**config.mk**
```make
export PLATFORM = sky130hd
export DESIGN_NAME = efi_event_unit
export DESIGN_NICKNAME = d
export VERILOG_FILES = /design/src/common/efi_pkg.sv /design/src/common/efi_frame_if.sv /design/src/hw/efi_sync.sv /design/src/hw/efi_frame_chk.sv /design/src/hw/efi_event_unit.sv
export SDC_FILE = /design/constraint.sdc
export NUM_CORES = 1
export LEC_CHECK = 0
export BUFFER_PORTS_ARGS = -buffer_cell sky130_fd_sc_hd__buf_2
export CAP_MARGIN = 25
export CELL_PAD_IN_SITES_DETAIL_PLACEMENT = 1
export CELL_PAD_IN_SITES_GLOBAL_PLACEMENT = 1
export CORE_MARGIN = 2
export CORE_UTILIZATION = 40
export CTS_BUF_LIST = sky130_fd_sc_hd__clkbuf_16
export DETAILED_ROUTE_END_ITERATION = 16
export PLACE_DENSITY_LB_ADDON = 0.1
export SYNTH_ARGS = -nofsm -noshare
export SYNTH_HDL_FRONTEND = slang
export SYNTH_SLANG_ARGS = --single-unit
```
**constraint.sdc**
```tcl
create_clock -name clk -period 2 [get_ports clk]
set_input_delay 0.4 -clock clk [delete_from_list [all_inputs] [get_ports clk]]
set_output_delay 0.4 -clock clk [all_outputs]
set_load 0.01 [all_outputs]
```
**src/common/efi_pkg.sv**
```systemverilog
`default_nettype none
package efi_pkg;
  // Clock rate, interrupt pin timing and transmit time-out
  localparam int CLK_MHZ         = 100;
  localparam int T_INT_ACT_US    = 100;
  localparam int T_INT_INACT_US  = 1000;
  localparam int T_TXD_TO_US     = 1000;
  localparam int INT_ACT_CYC     = T_INT_ACT_US * CLK_MHZ;
  localparam int INT_INACT_CYC   = T_INT_INACT_US * CLK_MHZ;
  localparam int TXD_TO_CYC      = T_TXD_TO_US * CLK_MHZ;
  localparam int CNT_W           = 24;
  // Event flag positions in event_status_reg_a
  localparam int EV_N            = 12;
  localparam int EV_CAN_TO       = 0;
  localparam int EV_BUCK_UNREG   = 3;
  localparam int EV_WD           = 8;
  localparam int EV_AUX_UNDER    = 9;
  localparam int EV_AUX_OVER     = 10;
  localparam int EV_FRAME        = 11;
  // Wake flag positions in wake_status_reg_b: local, can, lin1, lin2, timer
  localparam int WK_N            = 5;
  // Live conditions: buck unreg, buck ol, boost run, boost ol, twar, under, over
  localparam int ST_N            = 7;
  localparam logic [EV_N-1:0] FLAG_RST = 12'h000;
  localparam logic [EV_N-1:0] MASK_RST = 12'h000;
  localparam logic [EV_N-1:0] WD_BIT   = 12'h100;
  localparam logic [WK_N-1:0] WAKE_RST = 5'h00;
  // Serial frame length and counter saturation
  localparam logic [4:0] SPI_BITS    = 5'h10;
  localparam logic [4:0] SPI_CNT_MAX = 5'h11;
  typedef enum logic [2:0] {
    EFI_IDLE = 3'b001,
    EFI_LOW  = 3'b010,
    EFI_GAP  = 3'b100
  } efi_irq_e;
endpackage
`default_nettype wire

```
**src/common/efi_frame_if.sv**
```systemverilog
`timescale 1ns/1ps
`default_nettype none
interface efi_frame_if;
  logic cs_n;
  logic sck;
  logic frame_err;
  modport mon (output cs_n, output sck, input frame_err);
  modport chk (input cs_n, input sck, output frame_err);
endinterface
`default_nettype wire

```
**src/hw/efi_sync.sv**
```systemverilog
`timescale 1ns/1ps
`default_nettype none
module efi_sync #(
  parameter int           W  = 1,
  parameter logic [W-1:0] RV = '0
) (
  input  wire logic         clk,
  input  wire logic         rst_n,
  input  wire logic [W-1:0] d,
  output logic      [W-1:0] q
);
  typedef struct packed {
    logic [W-1:0] s1;
    logic [W-1:0] s2;
  } efi_sync_s;
  efi_sync_s r;
  efi_sync_s next_r;

  // First stage is read only by the second stage
  always_comb
  begin
    next_r.s1 = d;
    next_r.s2 = r.s1;
  end

  always_ff @(posedge clk)
  begin
    if (!rst_n)
      r <= '{s1: RV, s2: RV};
    else
      r <= next_r;
  end

  assign q = r.s2;
endmodule
`default_nettype wire

```
**src/hw/efi_frame_chk.sv**
```systemverilog
`timescale 1ns/1ps
`default_nettype none
module efi_frame_chk
  import efi_pkg::*;
(
  input  wire logic clk,
  input  wire logic rst_n,
  efi_frame_if.chk  fr
);
  typedef struct packed {
    logic       cs_q;
    logic       sck_q;
    logic [4:0] cnt;
    logic       err;
  } efi_frame_s;
  efi_frame_s r;
  efi_frame_s next_r;

  // Counts falling clock edges inside a select-low frame
  always_comb
  begin
    next_r       = r;
    next_r.err   = 1'b0;
    next_r.cs_q  = fr.cs_n;
    next_r.sck_q = fr.sck;
    if (fr.cs_n != r.cs_q)
    begin
      if (fr.sck || r.sck_q)
        next_r.err = 1'b1;
      if (fr.cs_n && r.cnt != 5'h00 && r.cnt != SPI_BITS)
        next_r.err = 1'b1;
      next_r.cnt = 5'h00;
    end
    else if (!fr.cs_n && r.sck_q && !fr.sck && r.cnt != SPI_CNT_MAX)
      next_r.cnt = r.cnt + 5'h01; // Saturates so long frames stay wrong
  end

  always_ff @(posedge clk)
  begin
    if (!rst_n)
      r <= '{cs_q: 1'b1, sck_q: 1'b0, cnt: 5'h00, err: 1'b0};
    else
      r <= next_r;
  end

  assign fr.frame_err = r.err;
endmodule
`default_nettype wire

```
**src/hw/efi_event_unit.sv**
```systemverilog
// Functional notes
// - Transmit time-out flag sets when data stays low past period in normal mode.
// - Buck unregulated flag sets on every change; live bit shows present state.
// - Buck overload flag sets on every change; live bit shows present state.
// - Boost activity flag sets when boost starts or stops; live bit shows it.
// - Boost overload flag sets on every change; live bit shows present state.
// - Thermal warning flag sets on crossings; cleared by status A read-clear.
// - Watchdog error flag sets only in development configuration; no live bit.
// - Watchdog error gives one interrupt pulse per occurrence, never repeated.
// - Aux under-voltage flag sets on detector change only while output is on.
// - Aux over-voltage flag sets on detector change regardless of output state.
// - Serial frame error when clock edge count is neither zero nor sixteen.
// - Serial frame error when clock is high at a select edge; host keeps low.
// - Five unmaskable wake flags, cleared by status B read-clear.
// - Wake flag sets only when that source's wake enable is on.
// - Clearing a flag never disturbs its live status bit.
// - LIN transmit time-out detection can be switched on or off.
// - Spurious select or clock toggling alters nothing but the frame error flag.
// - Every event sets its flag; masked events never pull the interrupt low.
// - Interrupt low for fixed time; repeats no sooner than inactive interval.
// - Reset mode clears all non-wake flags and masks every maskable event.
`timescale 1ns/1ps
`default_nettype none
module efi_event_unit
  import efi_pkg::*;
#(
  parameter int TO_CYC    = efi_pkg::TXD_TO_CYC,
  parameter int ACT_CYC   = efi_pkg::INT_ACT_CYC,
  parameter int INACT_CYC = efi_pkg::INT_INACT_CYC
) (
  input  wire logic                     clk,
  input  wire logic                     rst_n,
  input  wire logic                     reset_mode,
  input  wire logic                     can_normal,
  input  wire logic                     lin1_normal,
  input  wire logic                     lin2_normal,
  input  wire logic                     lin1_to_en,
  input  wire logic                     lin2_to_en,
  input  wire logic                     txd_can,
  input  wire logic                     txd_lin1,
  input  wire logic                     txd_lin2,
  input  wire logic                     buck_unreg_in,
  input  wire logic                     buck_ol_in,
  input  wire logic                     boost_run_in,
  input  wire logic                     boost_ol_in,
  input  wire logic                     twar_in,
  input  wire logic                     aux_under_in,
  input  wire logic                     aux_over_in,
  input  wire logic                     aux_regulator_on,
  input  wire logic                     sw_dev_cfg,
  input  wire logic                     wd_error,
  input  wire logic                     spi_cs_n,
  input  wire logic                     spi_sck,
  input  wire logic [efi_pkg::WK_N-1:0] wake_det,
  input  wire logic [efi_pkg::WK_N-1:0] wake_en,
  input  wire logic                     irq_en_wr,
  input  wire logic [efi_pkg::EV_N-1:0] irq_en_wdata,
  input  wire logic                     rc_status_a,
  input  wire logic                     rc_status_b,
  output logic      [efi_pkg::EV_N-1:0] event_status_reg_a,
  output logic      [efi_pkg::WK_N-1:0] wake_status_reg_b,
  output logic      [efi_pkg::EV_N-1:0] rd_status_a,
  output logic      [efi_pkg::WK_N-1:0] rd_status_b,
  output logic      [efi_pkg::EV_N-1:0] irq_en,
  output logic                          buck_unregulated_now,
  output logic                          buck_overload_now,
  output logic                          boost_running_now,
  output logic                          boost_overload_now,
  output logic                          thermal_warn_now,
  output logic                          aux_supply_under_now,
  output logic                          aux_supply_over_now,
  output logic                          irq_out_n,
  output logic                          irq_out_oe_n
);
  import efi_pkg::*;

  typedef struct packed {
    logic [EV_N-1:0]           flags;
    logic [WK_N-1:0]           wake;
    logic [EV_N-1:0]           mask;
    logic [EV_N-1:0]           snap_a;
    logic [WK_N-1:0]           snap_b;
    logic [ST_N-1:0]           prev;
    logic [2:0][CNT_W-1:0]     to_cnt;
    logic                      wd_req;
    efi_irq_e                  st;
    logic [CNT_W-1:0]          cnt;
    logic                      irq_n;
  } efi_unit_s;

  localparam logic [CNT_W-1:0] TO_MAX    = CNT_W'(TO_CYC);
  localparam logic [CNT_W-1:0] ACT_END   = CNT_W'(ACT_CYC - 1);
  localparam logic [CNT_W-1:0] INACT_END = CNT_W'(INACT_CYC - 1);

  efi_unit_s       r;
  efi_unit_s       next_r;
  logic [11:0]     s_all;
  logic [2:0]      s_txd;
  logic [ST_N-1:0] s_stat;
  logic [2:0]      norm;
  logic [2:0]      to_on;
  logic [EV_N-1:0] ev;
  logic [ST_N-1:0] chg;
  logic            pend;
  efi_frame_if     fr ();

  // All pin and analog levels cross into the clock domain here
  efi_sync #(.W(12), .RV(12'h807)) u_sync (
    .clk   (clk),
    .rst_n (rst_n),
    .d     ({spi_cs_n, spi_sck, aux_over_in, aux_under_in, twar_in, boost_ol_in,
             boost_run_in, buck_ol_in, buck_unreg_in, txd_lin2, txd_lin1, txd_can}),
    .q     (s_all)
  );

  assign s_txd   = s_all[2:0];
  assign s_stat  = s_all[9:3];
  assign fr.sck  = s_all[10];
  assign fr.cs_n = s_all[11];

  // The frame checker's only output is the error event
  efi_frame_chk u_frame (
    .clk   (clk),
    .rst_n (rst_n),
    .fr    (fr.chk)
  );

  assign norm  = {lin2_normal, lin1_normal, can_normal};
  assign to_on = {lin2_to_en, lin1_to_en, 1'b1};
  assign chg   = s_stat ^ r.prev;

  // Event detection; live levels are sampled as they are, never touched by clears
  always_comb
  begin
    next_r      = r;
    ev          = '0;
    next_r.prev = s_stat;
    for (int i = 0; i < 3; i++)
    begin
      if (s_txd[i] || !norm[i] || !to_on[i])
        next_r.to_cnt[i] = '0;
      else if (r.to_cnt[i] != TO_MAX)
        next_r.to_cnt[i] = r.to_cnt[i] + 1'b1;
      // Holding at the limit re-fires every cycle, so a clear cannot stick
      ev[EV_CAN_TO + i] = !s_txd[i] && norm[i] && to_on[i]
                          && r.to_cnt[i] == TO_MAX;
    end
    ev[EV_BUCK_UNREG +: 5] = chg[4:0];
    ev[EV_WD]         = wd_error && sw_dev_cfg;
    ev[EV_AUX_UNDER]  = chg[5] && aux_regulator_on;
    ev[EV_AUX_OVER]   = chg[6];
    // Power-up glitches on select or clock reach only this bit
    ev[EV_FRAME]      = fr.frame_err;

    // Read-clear hands back the old flags, then new events are ORed in
    if (rc_status_a)
    begin
      next_r.snap_a = r.flags;
      next_r.flags  = FLAG_RST;
    end
    if (rc_status_b)
    begin
      next_r.snap_b = r.wake;
      next_r.wake   = WAKE_RST;
    end
    next_r.flags = next_r.flags | ev;
    next_r.wake  = next_r.wake | (wake_det & wake_en);
    if (irq_en_wr)
      next_r.mask = irq_en_wdata;

    // Interrupt pulse sequencer
    unique case (r.st)
      EFI_IDLE:
      begin
        if (pend)
        begin
          next_r.st     = EFI_LOW;
          next_r.cnt    = '0;
          next_r.irq_n  = 1'b0;
          next_r.wd_req = 1'b0;
        end
      end
      EFI_LOW:
      begin
        next_r.cnt = r.cnt + 1'b1;
        if (r.cnt == ACT_END)
        begin
          next_r.st    = EFI_GAP;
          next_r.cnt   = '0;
          next_r.irq_n = 1'b1;
        end
      end
      EFI_GAP:
      begin
        next_r.cnt = r.cnt + 1'b1;
        if (r.cnt == INACT_END)
          next_r.st = EFI_IDLE;
      end
    endcase
    // A fresh watchdog miss arms exactly one more pulse
    if (ev[EV_WD] && r.mask[EV_WD])
      next_r.wd_req = 1'b1;

    // Reset mode wipes event flags and masks but keeps wake flags
    if (reset_mode)
    begin
      next_r.flags  = FLAG_RST;
      next_r.mask   = MASK_RST;
      next_r.wd_req = 1'b0;
    end
  end

  // Watchdog flag is excluded here: it only requests through wd_req
  assign pend = |(r.flags & r.mask & ~WD_BIT) || |r.wake || r.wd_req;

  always_ff @(posedge clk)
  begin
    if (!rst_n)
    begin
      r        <= '0;
      r.st     <= EFI_IDLE;
      r.irq_n  <= 1'b1;
    end
    else
      r <= next_r;
  end

  // Outputs straight from the state register
  assign event_status_reg_a   = r.flags;
  assign wake_status_reg_b    = r.wake;
  assign rd_status_a          = r.snap_a;
  assign rd_status_b          = r.snap_b;
  assign irq_en               = r.mask;
  assign buck_unregulated_now = r.prev[0];
  assign buck_overload_now    = r.prev[1];
  assign boost_running_now    = r.prev[2];
  assign boost_overload_now   = r.prev[3];
  assign thermal_warn_now     = r.prev[4];
  assign aux_supply_under_now = r.prev[5];
  assign aux_supply_over_now  = r.prev[6];
  assign irq_out_n            = r.irq_n;
  assign irq_out_oe_n         = r.irq_n;

  // Checks
  property p_masked_quiet;
    @(posedge clk) disable iff (!rst_n)
      (r.st == EFI_IDLE && !pend) |=> r.irq_n;
  endproperty
  a_masked_quiet: assert property (p_masked_quiet) else $error("irq without pending");

  property p_low_len;
    @(posedge clk) disable iff (!rst_n)
      (r.st == EFI_LOW && r.cnt == ACT_END) |=> (r.irq_n && r.st == EFI_GAP && r.cnt == '0);
  endproperty
  a_low_len: assert property (p_low_len) else $error("irq low time wrong");

  property p_fall_idle;
    @(posedge clk) disable iff (!rst_n)
      $fell(r.irq_n) |-> ($past(r.st) == EFI_IDLE && r.st == EFI_LOW);
  endproperty
  a_fall_idle: assert property (p_fall_idle) else $error("irq fell during gap");

  property p_reset_mode;
    @(posedge clk) disable iff (!rst_n)
      reset_mode |=> (r.flags == FLAG_RST && r.mask == MASK_RST
                      && r.wake == (($past(rc_status_b) ? WAKE_RST : $past(r.wake))
                                    | $past(wake_det & wake_en)));
  endproperty
  a_reset_mode: assert property (p_reset_mode) else $error("reset mode clear wrong");

  property p_rc_snap;
    @(posedge clk) disable iff (!rst_n)
      (rc_status_a && !reset_mode) |=> (r.snap_a == $past(r.flags) && r.flags == $past(ev));
  endproperty
  a_rc_snap: assert property (p_rc_snap) else $error("read-clear snapshot wrong");

  property p_txd_to;
    @(posedge clk) disable iff (!rst_n)
      (r.to_cnt[0] == TO_MAX && !s_txd[0] && can_normal && !reset_mode) |=> r.flags[EV_CAN_TO];
  endproperty
  a_txd_to: assert property (p_txd_to) else $error("tx time-out flag missing");

  property p_live_kept;
    @(posedge clk) disable iff (!rst_n)
      rc_status_a |=> (buck_unregulated_now == $past(s_stat[0]) && thermal_warn_now == $past(s_stat[4]));
  endproperty
  a_live_kept: assert property (p_live_kept) else $error("live bit disturbed");

  property p_wd_cfg;
    @(posedge clk) disable iff (!rst_n)
      (!sw_dev_cfg && !r.flags[EV_WD]) |=> !r.flags[EV_WD];
  endproperty
  a_wd_cfg: assert property (p_wd_cfg) else $error("wd flag outside dev config");

  property p_wake_en;
    @(posedge clk) disable iff (!rst_n)
      ((wake_det & wake_en) == '0 && r.wake == '0) |=> r.wake == '0;
  endproperty
  a_wake_en: assert property (p_wake_en) else $error("wake flag without enable");
endmodule
`default_nettype wire

```
== Word level (Yosys, flattened, before mapping) ==
Index checks and enable logic that the tools add are counted.
Widths: inputs -> output; s select.

* Bits of input ports: 48
* Output and inout bits: 55
* Word-level logic and storage cells: 107
* Register bits after elaboration: 186

* Multiplexer cells: 11
* Equality and inequality tests: 17
* Bitwise operators: 6
* Add/subtract/negate cells: 5
* Reductions and logical operators: 49

{| class="wikitable"
|+ Operators by type and width
! cell !! count
|-
| $add 24x1->24 const B || 4
|-
| $eq 24x17->1 const B || 4
|-
| $pmux 27 s3 || 1
|-
| $ne 24x17->1 const B || 3
|-
| $mux 29 || 1
|-
| $mux 28 || 1
|-
| $eq 24x14->1 const B || 1
|-
| $logic_and 1x1->1 || 16
|-
| $and 12x12->12 || 1
|-
| $mux 12 || 1
|-
| $or 12x12->12 || 1
|-
| $reduce_or 11->1 || 1
|-
| $logic_not 1->1 || 10
|-
| $ne 5x5->1 const B || 2
|-
| $reduce_or 2->1 || 5
|-
| $logic_or 1x1->1 || 8
|-
| $xor 7x7->7 || 1
|-
| $ne 2x2->1 const B || 3
|-
| $reduce_and 3->1 || 2
|-
| $reduce_bool 2->1 || 3
|-
| $add 5x1->5 const B || 1
|-
| $and 5x5->5 || 1
|-
| $mux 5 || 1
|-
| $or 5x5->5 || 1
|-
| other kinds (11) || 15
|}

== Longest topological paths before layout ==
Gate-level depths: netlist (run 1).

* Depth after elaboration: 7
* Gate-level depth with buffers: 7
* Depth with buffers taken out: 6

== Cells and area by module ==
Synthesis (run 1) repeated with hierarchy kept, for this count alone.

* Cell total of the unflattened synthesis: 896
* Area total of the unflattened synthesis: 8214.1 µm²

{| class="wikitable"
|+ By module, submodules not included
! module !! seq. area each (µm²) !! area an instance (µm²) !! cells each !! times used
|-
| efi_event_unit || 3083.0 || 7171.9 || 803 || 1
|-
| efi_sync || 480.5 || 645.6 || 50 || 1
|-
| efi_frame_chk || 160.2 || 396.6 || 43 || 1
|}

== Worst setup path after synthesis (run 1) ==
Ideal clock, no wire load.

* Path kind: register to register
* Start: register r[13] in the netlist's numbering
* End: register r[27] in the netlist's numbering
* Cell stages (with the launch flop): 7
* Library setup time: 0.115 ns
* Data required time: 1.885 ns
* Slack: 0.169 ns
* Period minus slack after synthesis: 1.831 ns
* Path buffers: 1
* Arrival time: 1.717 ns
* Cell sequence: dfxtp_1 buf_6 or4_4 or3_4 nor4_2 nor2_1 o21a_1

* Cells in the longest elaborated chain, start to end: 3
* Elaborated cells between the ends (all ways): 5
* Those cells by class: 4 x eq/ne; 1 x reduce/logical

{| class="wikitable"
|+ RTL lines
! what !! line !! RTL
|-
| start: declaration || efi_event_unit.sv:95 || <nowiki>efi_unit_s r;</nowiki>
|-
| start signal: assignment || efi_event_unit.sv:225 || <nowiki>r <= next_r;</nowiki>
|-
| $eq 24x17->1 / $eq 24x14->1 (equally long branches) || efi_event_unit.sv:196, efi_event_unit.sv:186 ||
|-
| $ne 2x2->1 (no line) || n/a ||
|-
| $reduce_and 3->1 (no line) * || n/a ||
|}

Every way passes the cells marked *; elsewhere a longest branch is shown, timed or not.
A chain may end at the register's enable or synchronous reset.

== Worst setup path after layout (run 1) ==
* Start: register r[32] in the netlist's numbering
* End: register r[30] in the netlist's numbering

* Cells in the longest elaborated chain, start to end: 1

{| class="wikitable"
|+ RTL lines
! what !! line !! RTL
|-
| $ne 24x17->1 || efi_event_unit.sv:142 || <nowiki>else if (r.to_cnt[i] != TO_MAX)</nowiki>
|}

Every way passes these cells.

==> results of run 1 <==
==> registers in the layout (all words and copies together), names as in the netlist <==
| name | count |
|---|---|
| event_status_reg_a | 12 |
| irq_out_n | 1 |
| aux_supply_over_now | 1 |
| u_sync.next_r | 12 |
| u_frame.r | 7 |
| rd_status_a | 12 |
| aux_supply_under_now | 1 |
| wake_status_reg_b | 5 |
| buck_overload_now | 1 |
| boost_running_now | 1 |
| buck_unregulated_now | 1 |
| u_frame.fr.frame_err | 1 |
| irq_en | 12 |
| boost_overload_now | 1 |
| rd_status_b | 5 |
| r | 100 |
| thermal_warn_now | 1 |
| u_sync.q | 12 |
==> per-layer routing <==
layer	global-route usage	vias up
met2	0.346	111
met5	0	-
met1	0.262	3139
li1	-	3201
met3	0.0484	18
met4	0.0452	0
==> power groups by stage <==
stage	combinational (mW)	clock (mW)	sequential, mW
finish	0.381	3.38	3.81
CTS	0.387	3.45	3.80
detailed placement	0.386	0	3.89
floorplan	0.242	0	3.88
global route	0.421	3.63	3.81
global placement	0.377	0	3.89
==> worst max-delay path: stages (launching register included) <==
cell and delay, ns:
dfxtp_1 0.35, or4b_2 0.73, nor4_4 0.36, mux2i_1 0.29, nor2_1 0.06
==> worst paths after layout <==
path / from / to / cells after the start
worst min register to register: u_sync.next_r[0]$_SDFF_PN1_ / u_sync.q[0]$_SDFF_PN1_ / 1
worst max register to register: r[32]$_SDFFE_PP0P_ / r[30]$_SDFFE_PP0P_ / 4
worst min-delay path: txd_lin2 / u_sync.next_r[2]$_SDFF_PN1_ / 2
worst max-delay path: r[32]$_SDFFE_PP0P_ / r[30]$_SDFFE_PP0P_ / 4
==> area by class of cell <==
cell class              instances  area share
well taps                     270      0.0356
clock inverters                15      0.0159
flip-flops and latches        186       0.392
inverters                      21     0.00830
clock buffers                  17      0.0448
multi-input cells             609       0.408
repair buffers                151      0.0951
==> logic make-up after synthesis <==
| logic type | after synthesis | share of synthesized area |
|---|---|---|
| multiplexers | 33 | 0.0404 |
| buffers and inverters | 97 | 0.0700 |
| AND/OR/NAND/NOR | 392 | 0.257 |
| AO/OA/AOI/OAI | 88 | 0.0689 |
| adder cells (fa/ha/maj) | 10 | 0.0153 |
| flip-flops | 186 | 0.456 |
| XOR/XNOR | 86 | 0.0922 |
==> metrics by stage <==
stage | total power [mW] | std cells | worst slack [ns]
2_1_floorplan | 4.12 | 892 | 0.169
3_3_place_gp | 4.26 | 1237 | 0.108
3_5_place_dp | 4.28 | 1237 | 0.0790
4_1_cts | 7.64 | 1269 | 0.0407
5_1_grt | 7.86 | 1269 | 0.0111
6_report | 7.56 | 1269 | 0.0960
==> cell usage after synthesis (23+ instances only) <==
master	count	area share
xnor2_1	38	0.041
nand2_1	36	0.017
nor2_1	133	0.061
xor2_1	48	0.051
buf_4	47	0.043
nor2b_1	23	0.018
a21oi_1	26	0.016
and2_1	27	0.021
dfxtp_1	186	0.46
nand3_1	35	0.021
mux2i_1	33	0.040
nand4_1	24	0.018
==> qor.yml, run 1 <==
clocking:
  cts_resized: 0
  h-tree-depth: 4
  clk_pin_slew_ns: 0.08
  clock_latency_ns: 0.43
  root_buffer: "clkbuf_16"
  hold_buffers: 0
  post_cts_buffers: 0
  cts_buffers: 17
  cts_buffer_depth: 2
  cts.sinks: 186
  cts_tree: "done"
worst_setup_path:
  path_max_fanout: 5
  start_kind: "flip-flop"
  required_ns: 2.32
  crit_arrival_ns: 2.22
  cp-end-kind: "flip-flop"
  reg2reg_setup_slack_ns: 0.1
  path_class: "flip-flop to flip-flop"
final_layout:
  regArea_sq_um: 3720
  fin_util: 0.471
  area_delta_synth_final_pct: 16.3
  fillers: 2381
  fin_nets: 1044
  multi_input_area_sq_um: 3880
  design_area_sq_um: 9500
  layout_commonest_cell: "dfxtp_1"
  num_antenna_cells: 0
  drive_above_1_share: 0.203
  layout_common_cells: "186 x dfxtp_1, 133 x nor2_1, 102 x buf_2"
drt:
  route.top_layer_used: "met4"
  ant_nets: 0
  wirelength_met1_mm: 10.0
  via_per_inst: 5.10
  first_iter_violations: 280
  dr.pass1.iters: 4
  drt-total-wl_mm: 21.2
  wl_met3_microns: 784
  wl_met2_mm: 10.2
  remaining_drc_errors: 0
  wl_per_cell_microns: 16.7
  via_count: 6469
floorplanning:
  die_area_sq_um: 21600
  num_io_pins: 103
  fp-row-count: 52
  die_x_microns: 147
  core_area_sq_um: 20200
  start_util: 0.405
  die_h_microns: 147
synth:
  synth_area_sq_um: 8170
  synth_top_flop_cell: "dfxtp_1"
  synthDistinctLibCells: 55
  synth_edf_count: 0
  synthArstFlopShare: 0
  syn_area_per_cell_sq_um: 9.16
  syn_inst: 892
  ys_warn_count: 0
  ys_ff_latch: 186
  syn-num-nets: 950
  ys_seq_area_frac: 0.456
sta:
  timing.final.crit_share: 0.952
  min_period_ns: 1.90
  rsz0062_at_grt: "false"
  fin_setup_tns_ns: 0
  setup_viol: 0
  slew_viol_final: 0
  clock-skew-final_ns: 0.00911
  worst_pin_slew_ns: 0.562
  slew_headroom: 0.625
  holdWs_ns: 0.144
  max_freq_mhz: 525
  hold_violations: 0
placed_design:
  gp_congestion: 0.837
  hpwl_mm: 15.7
  post_dp_cell_area_sq_um: 8920
  io_buffers: 102
power_and_ir_drop:
  p_sw_frac: 0.246
  leakagePower_nw: 3.58
  p_int_mw: 5.71
  netSwitchingPower_mw: 1.86
  pwr-share-comb: 0.050
  pwr_density_cell_nw_per_um2: 796
  p_seq_frac: 0.503
  ir_drop_mv: 0.511
  clkPwrFrac: 0.446
grt:
  grt_util_all_layers: 0.203
  grt_pass1_vias: 6755
  antenna_found_initial: 0
  grt_pass1_wl_mm: 35.1
  overflow: 0
  grt_max_degree: 26
job:
  maxCapViolations: 0
run_status:
  status: "completed"
worst_hold_path:
  hold_path_class: "input pin to flip-flop"
(Power assumes the default switching activity.)
==> inputs of run 2 (changes only) <==
Settings changed: REMOVE_ABC_BUFFERS set to 1.
==> qor.yml, run 2 (synthesis results as in run 1) <==
run_status:
  status: "completed"
power_and_ir_drop:
  clkPwrFrac: 0.451
  p_seq_frac: 0.499
  pwr_density_cell_nw_per_um2: 801
  netSwitchingPower_mw: 1.97
  p_int_mw: 5.65
  ir_drop_mv: 0.502
  leakagePower_nw: 3.56
  pwr-share-comb: 0.050
  p_sw_frac: 0.259
clocking:
  cts.sinks: 186
  clock_latency_ns: 0.44
  clk_pin_slew_ns: 0.08
  root_buffer: "clkbuf_16"
  cts_buffer_depth: 2
  hold_buffers: 0
  cts_buffers: 17
  h-tree-depth: 4
  cts_tree: "done"
placed_design:
  io_buffers: 102
  gp_congestion: 0.837
  dp.cells: 1226
  hpwl_mm: 15.3
floorplanning:
  die_h_microns: 147
  start_util: 0.405
  fp-row-count: 52
  die_area_sq_um: 21600
  die_x_microns: 147
  core_area_sq_um: 20200
  num_io_pins: 103
worst_setup_path:
  start_kind: "flip-flop"
  required_ns: 2.33
  worstRegToRegCells: 5
  path_max_fanout: 4
  crit_arrival_ns: 2.23
  path_class: "flip-flop to flip-flop"
  cp-end-kind: "flip-flop"
worst_hold_path:
  holdPathStages: 2
  hold_path_class: "input pin to flip-flop"
final_layout:
  final_cells: 1259
  drive_above_1_share: 0.197
  layout_commonest_cell: "dfxtp_1"
  fin_util: 0.471
  area_delta_synth_final_pct: 16.4
  multi_input_area_sq_um: 3900
  num_antenna_cells: 0
  regArea_sq_um: 3720
  fillers: 2377
  largest_reg_flops: 100
  fin_nets: 1034
  layout_common_cells: "186 x dfxtp_1, 132 x nor2_1, 102 x buf_2"
  regMostFlops: "r"
drt:
  ant_nets: 0
  via_per_inst: 5.07
  first_iter_violations: 187
  remaining_drc_errors: 0
  drt-total-wl_mm: 20.7
  via_count: 6384
  wl_per_cell_microns: 16.5
  dr.pass1.iters: 4
sta:
  timing.final.crit_share: 0.947
  worst_pin_slew_ns: 0.569
  hold_violations: 0
  rsz0062_at_grt: "true"
  setup_viol: 0
  slew_viol_final: 0
  slew_headroom: 0.621
  max_freq_mhz: 528
  min_period_ns: 1.89
  clock-skew-final_ns: 0.0188
  holdWs_ns: 0.146
grt:
  grt_pass1_wl_mm: 34.4
  overflow: 0
  grt_max_degree: 31
  grt_util_all_layers: 0.198
  antenna_found_initial: 0
  grt_pass1_vias: 6832
job:
  maxCapViolations: 0
[run 2: cell types whose count changed in the layout (fill, tap and decap cells not counted), sizes merged]
cell / previous run / this run
buf: 151 / 141
inv: 32 / 25
bufinv: 1 / 0
clkinvlp: 2 / 0
clkinv: 1 / 11
[run 2: routing by layer]
layer | vias to the layer above | track usage | share of wire
met5 | - | 0 | 0
met4 | 0 | 0.0649 | 0.015
met3 | 22 | 0.0435 | 0.032
met2 | 82 | 0.343 | 0.50
met1 | 3091 | 0.244 | 0.46
li1 | 3189 | - | -
[run 2: worst max-delay path, stage by stage, from the launching register on]
cell and delay, ns:
dfxtp_1 0.35, or4_4 0.53, or3_4 0.35, nor4_2 0.28, nor2_1 0.09, o21a_1 0.20
[run 2: stage by stage]
stage | total power [mW] | TNS [ns] | setup WS [ns] | instance area (sq um)
global route | 7.93 | -0.0102 | -0.00912 | 9510
CTS | 7.74 | 0 | 0.0612 | 9480
detailed placement | 4.27 | 0 | 0.120 | 8850
floorplan | 4.05 | 0 | 0.0258 | 7680
global placement | 4.25 | 0 | 0.131 | 8850
finish | 7.62 | 0 | 0.106 | 9510
[run 2: final timing paths]
kind                                     from                          end  slack (ns)
hold / removal                       txd_lin1  u_sync.next_r[1]$_SDFF_PN1_        0.15
hold reg to reg   u_sync.next_r[1]$_SDFF_PN1_       u_sync.q[1]$_SDFF_PN1_        0.41
setup reg to reg           r[12]$_SDFFE_PN0P_           r[27]$_SDFFE_PN0P_        0.11
setup / recovery           r[12]$_SDFFE_PN0P_           r[27]$_SDFFE_PN0P_        0.11
[run 2: cell type report]
cell class                 count  area share
timing repair buffer         141      0.0884
clock buffer                  17      0.0447
inverter                      21     0.00829
sequential                   186       0.392
tap                          270      0.0355
multi-input combinational    609       0.410
clock inverter                15      0.0214
[run 2: what timing repair did]
item | CTS | global route
gates resized for setup | 0 | 4
endpoints found under the setup margin | 0 | 13
buffers inserted | 0 | 1
endpoints found under the hold margin | 0 | 0
[run 2: power groups by stage]
stage | registers [mW] | logic, mW | clock network (mW)
after floorplan | 3.90 | 0.150 | 0
after global placement | 3.89 | 0.368 | 0
after detailed placement | 3.89 | 0.379 | 0
after CTS | 3.80 | 0.380 | 3.55
after global routing | 3.81 | 0.415 | 3.70
final | 3.80 | 0.377 | 3.44
==> inputs of run 3 (changes only) <==
Settings changed: CORE_UTILIZATION 40 to 35, PLACE_DENSITY set to 0.79, PLACE_DENSITY_LB_ADDON 0.1 to not set, SYNTH_HIERARCHICAL set to 1.
==> qor.yml, run 3 <==
grt:
  antenna_found_initial: 0
  overflow: 0
  grt_pass1_wl_mm: 37.1
  grt_util_all_layers: 0.191
  grt_pass1_vias: 7238
  grt_max_degree: 34
clocking:
  cts_tree: "done"
  root_buffer: "clkbuf_16"
  hold_buffers: 0
  h-tree-depth: 4
  cts.sinks: 186
  cts_buffer_depth: 2
  cts_buffers: 17
  clock_latency_ns: 0.43
  clk_pin_slew_ns: 0.07
power_and_ir_drop:
  ir_drop_mv: 0.571
  total_power_mw: 7.79
  leakagePower_nw: 3.92
  pwr_density_cell_nw_per_um2: 755
sta:
  fin_setup_tns_ns: -5.27
  slew_headroom: 0.589
  rsz0062_at_grt: "true"
  worst_pin_slew_ns: 0.612
  slew_viol_final: 0
  setup_viol: 27
  min_period_ns: 2.38
  clock-skew-final_ns: 0.0140
  finalWorstSetupSlack_ns: -0.377
  max_freq_mhz: 421
  timing.final.crit_share: 1.19
  hold_violations: 0
synth:
  synth_edf_count: 0
  synth_largest_area_cell: "dfxtp_1"
  synth_top_flop_cell: "dfxtp_1"
  synthDistinctLibCells: 63
  synth_common_cells: "186 x dfxtp_1, 124 x nor2_1, 51 x xor2_1"
  ys_seq_area_frac: 0.453
  synthXorXnorAreaFrac: 0.0874
  ys_warn_count: 6
  synth_top_family_by_area: "simple AND/OR/NAND/NOR gates"
  ys_ff_latch: 186
  yosys.area_share.simple: 0.264
  synth-adder-area-share: 0.0152
  synth_area_sq_um: 8210
  synthTopCellsByArea: "dfxtp_1 45%, nor2_1 5.7%, xor2_1 5.4%"
  synth_top_area_frac: 0.453
  synthMuxAreaShare: 0.0414
  syn_area_per_cell_sq_um: 9.17
  synth_most_common_cell: "dfxtp_1"
  synth-compound-area-share: 0.0695
  syn_inst: 896
  synthArstFlopShare: 0
worst_setup_path:
  path_max_fanout: 6
  cp_slowest_cell: "or4_4"
  path_class: "flip-flop to flip-flop"
  start_kind: "flip-flop"
  cp-end-kind: "flip-flop"
  critical_path.top_delay_family: "simple AND/OR/NAND/NOR gates"
  max_stage_delay_ns: 0.59
  required_ns: 2.34
  crit_path_cell_trace: "or4_4 > or4_4 > nor2_8 > o31ai_4 > buf_6 > clkbuf_16 > a21oi_2"
  crit_arrival_ns: 2.72
  path_buf_inv: 2
  cp_common_cell: "or4_4"
floorplanning:
  fp-row-count: 56
  die_h_microns: 157
  die_x_microns: 157
  start_util: 0.353
  core_area_sq_um: 23300
  num_io_pins: 103
  die_area_sq_um: 24700
final_layout:
  drive_above_1_share: 0.288
  area_delta_synth_final_pct: 25.6
  largest_reg_flops: 100
  layout_common_cells: "175 x dfxtp_1, 120 x nor2_1, 102 x buf_2"
  num_antenna_cells: 0
  fillers: 2716
  regMostFlops: "r"
  fin_nets: 1085
  layout_commonest_cell: "dfxtp_1"
drt:
  ant_nets: 0
  wl_per_cell_microns: 18.9
  first_iter_violations: 460
  dr.pass1.iters: 5
  remaining_drc_errors: 0
  via_per_inst: 5.19
  via_count: 7040
  drt-total-wl_mm: 25.6
run_status:
  violations: "setup timing"
  status: "complete, but fails checks"
placed_design:
  hpwl_mm: 15.6
  gp_congestion: 0.793
  io_buffers: 102
worst_hold_path:
  hold_path_class: "input pin to flip-flop"
job:
  maxCapViolations: 0
==> run 3: cell types whose count changed in the layout (fill, tap and decap cells not counted), sizes merged, moves of 5 or more <==
cell,previous run,this run
and4,11,5
o21ai,20,15
nand2b,16,11
or4,2,13
clkinv,11,4
nand2,36,42
buf,141,189
or3,15,8
nor2,133,126
nand3,35,41
o31ai,1,8
xnor2,38,31
==> run 3: final timing paths <==
kind / from / to / slack, ns / cells after the start
worst max register to register: wake_status_reg_b[2]$_SDFF_PN0_ / r[22]$_SDFFE_PN0P_ / -0.38 / 7
worst min-delay path: spi_cs_n / u_sync/next_r[11]$_SDFF_PN1_ / 0.14 / 2
worst min register to register: u_sync/next_r[11]$_SDFF_PN1_ / u_sync/q[11]$_SDFF_PN1_ / 0.41 / 1
worst max-delay path: wake_status_reg_b[2]$_SDFF_PN0_ / r[22]$_SDFFE_PN0P_ / -0.38 / 7
==> run 3: logic make-up (layout without fill, tap and decap cells) <==
logic type | count (synthesis) | after routing
xor gates and xnor gates | 82 | 82
and+or+nand+nor | 400 | 400
AOI/OAI and AO/OA | 87 | 87
adders and majority gates | 10 | 10
buffers and inverters | 97 | 238
DFF | 186 | 186
muxes | 34 | 34
==> run 3: area by class of cell <==
class / instances / area [sq um] / share of cell area
tap: 319 / 399 / 0.0387
sequential: 186 / 3740 / 0.362
clock inverter: 12 / 151 / 0.0147
inverter: 19 / 71.3 / 0.00691
multi-input combinational: 613 / 4260 / 0.413
timing repair buffer: 190 / 1270 / 0.123
clock buffer: 17 / 425 / 0.0412
==> run 3: power by group <==
group          switching (mW)  internal [mW]
clock network            1.52           1.95
registers              0.0465           3.76
logic                   0.270          0.245
total                    1.83           5.95
==> run 3: per-layer routing <==
| metal | wire (microns) | GRT usage |
|---|---|---|
| met3 | 1070 | 0.0438 |
| met2 | 12800 | 0.333 |
| met1 | 10800 | 0.227 |
| met4 | 969 | 0.0736 |
| met5 | 0 | 0 |
==> run 3: what timing repair did <==
item | in CTS | in global routing
setup endpoints to repair | 28 | 32
gates resized for setup | 34 | 72
buffers inserted | 3 | 9
pin swaps | 11 | 25
hold endpoints to repair | 0 | 0
gates cloned | 1 | 3
==> run 3: stage by stage <==
stage / instances / instance area (sq um) / hold slack, ns / utilization / worst slack [ns]
after floorplan: 818 / 7720 / 0.385 / - / -0.201
after global placement: 1315 / 9240 / 0.390 / 0.397 / -0.181
after detailed placement: 1315 / 9240 / 0.400 / 0.397 / -0.228
after CTS: 1347 / 9970 / 0.133 / 0.428 / -0.165
after global routing: 1356 / 10300 / 0.141 / 0.444 / -0.415
final: 1356 / 10300 / 0.144 / 0.444 / -0.377
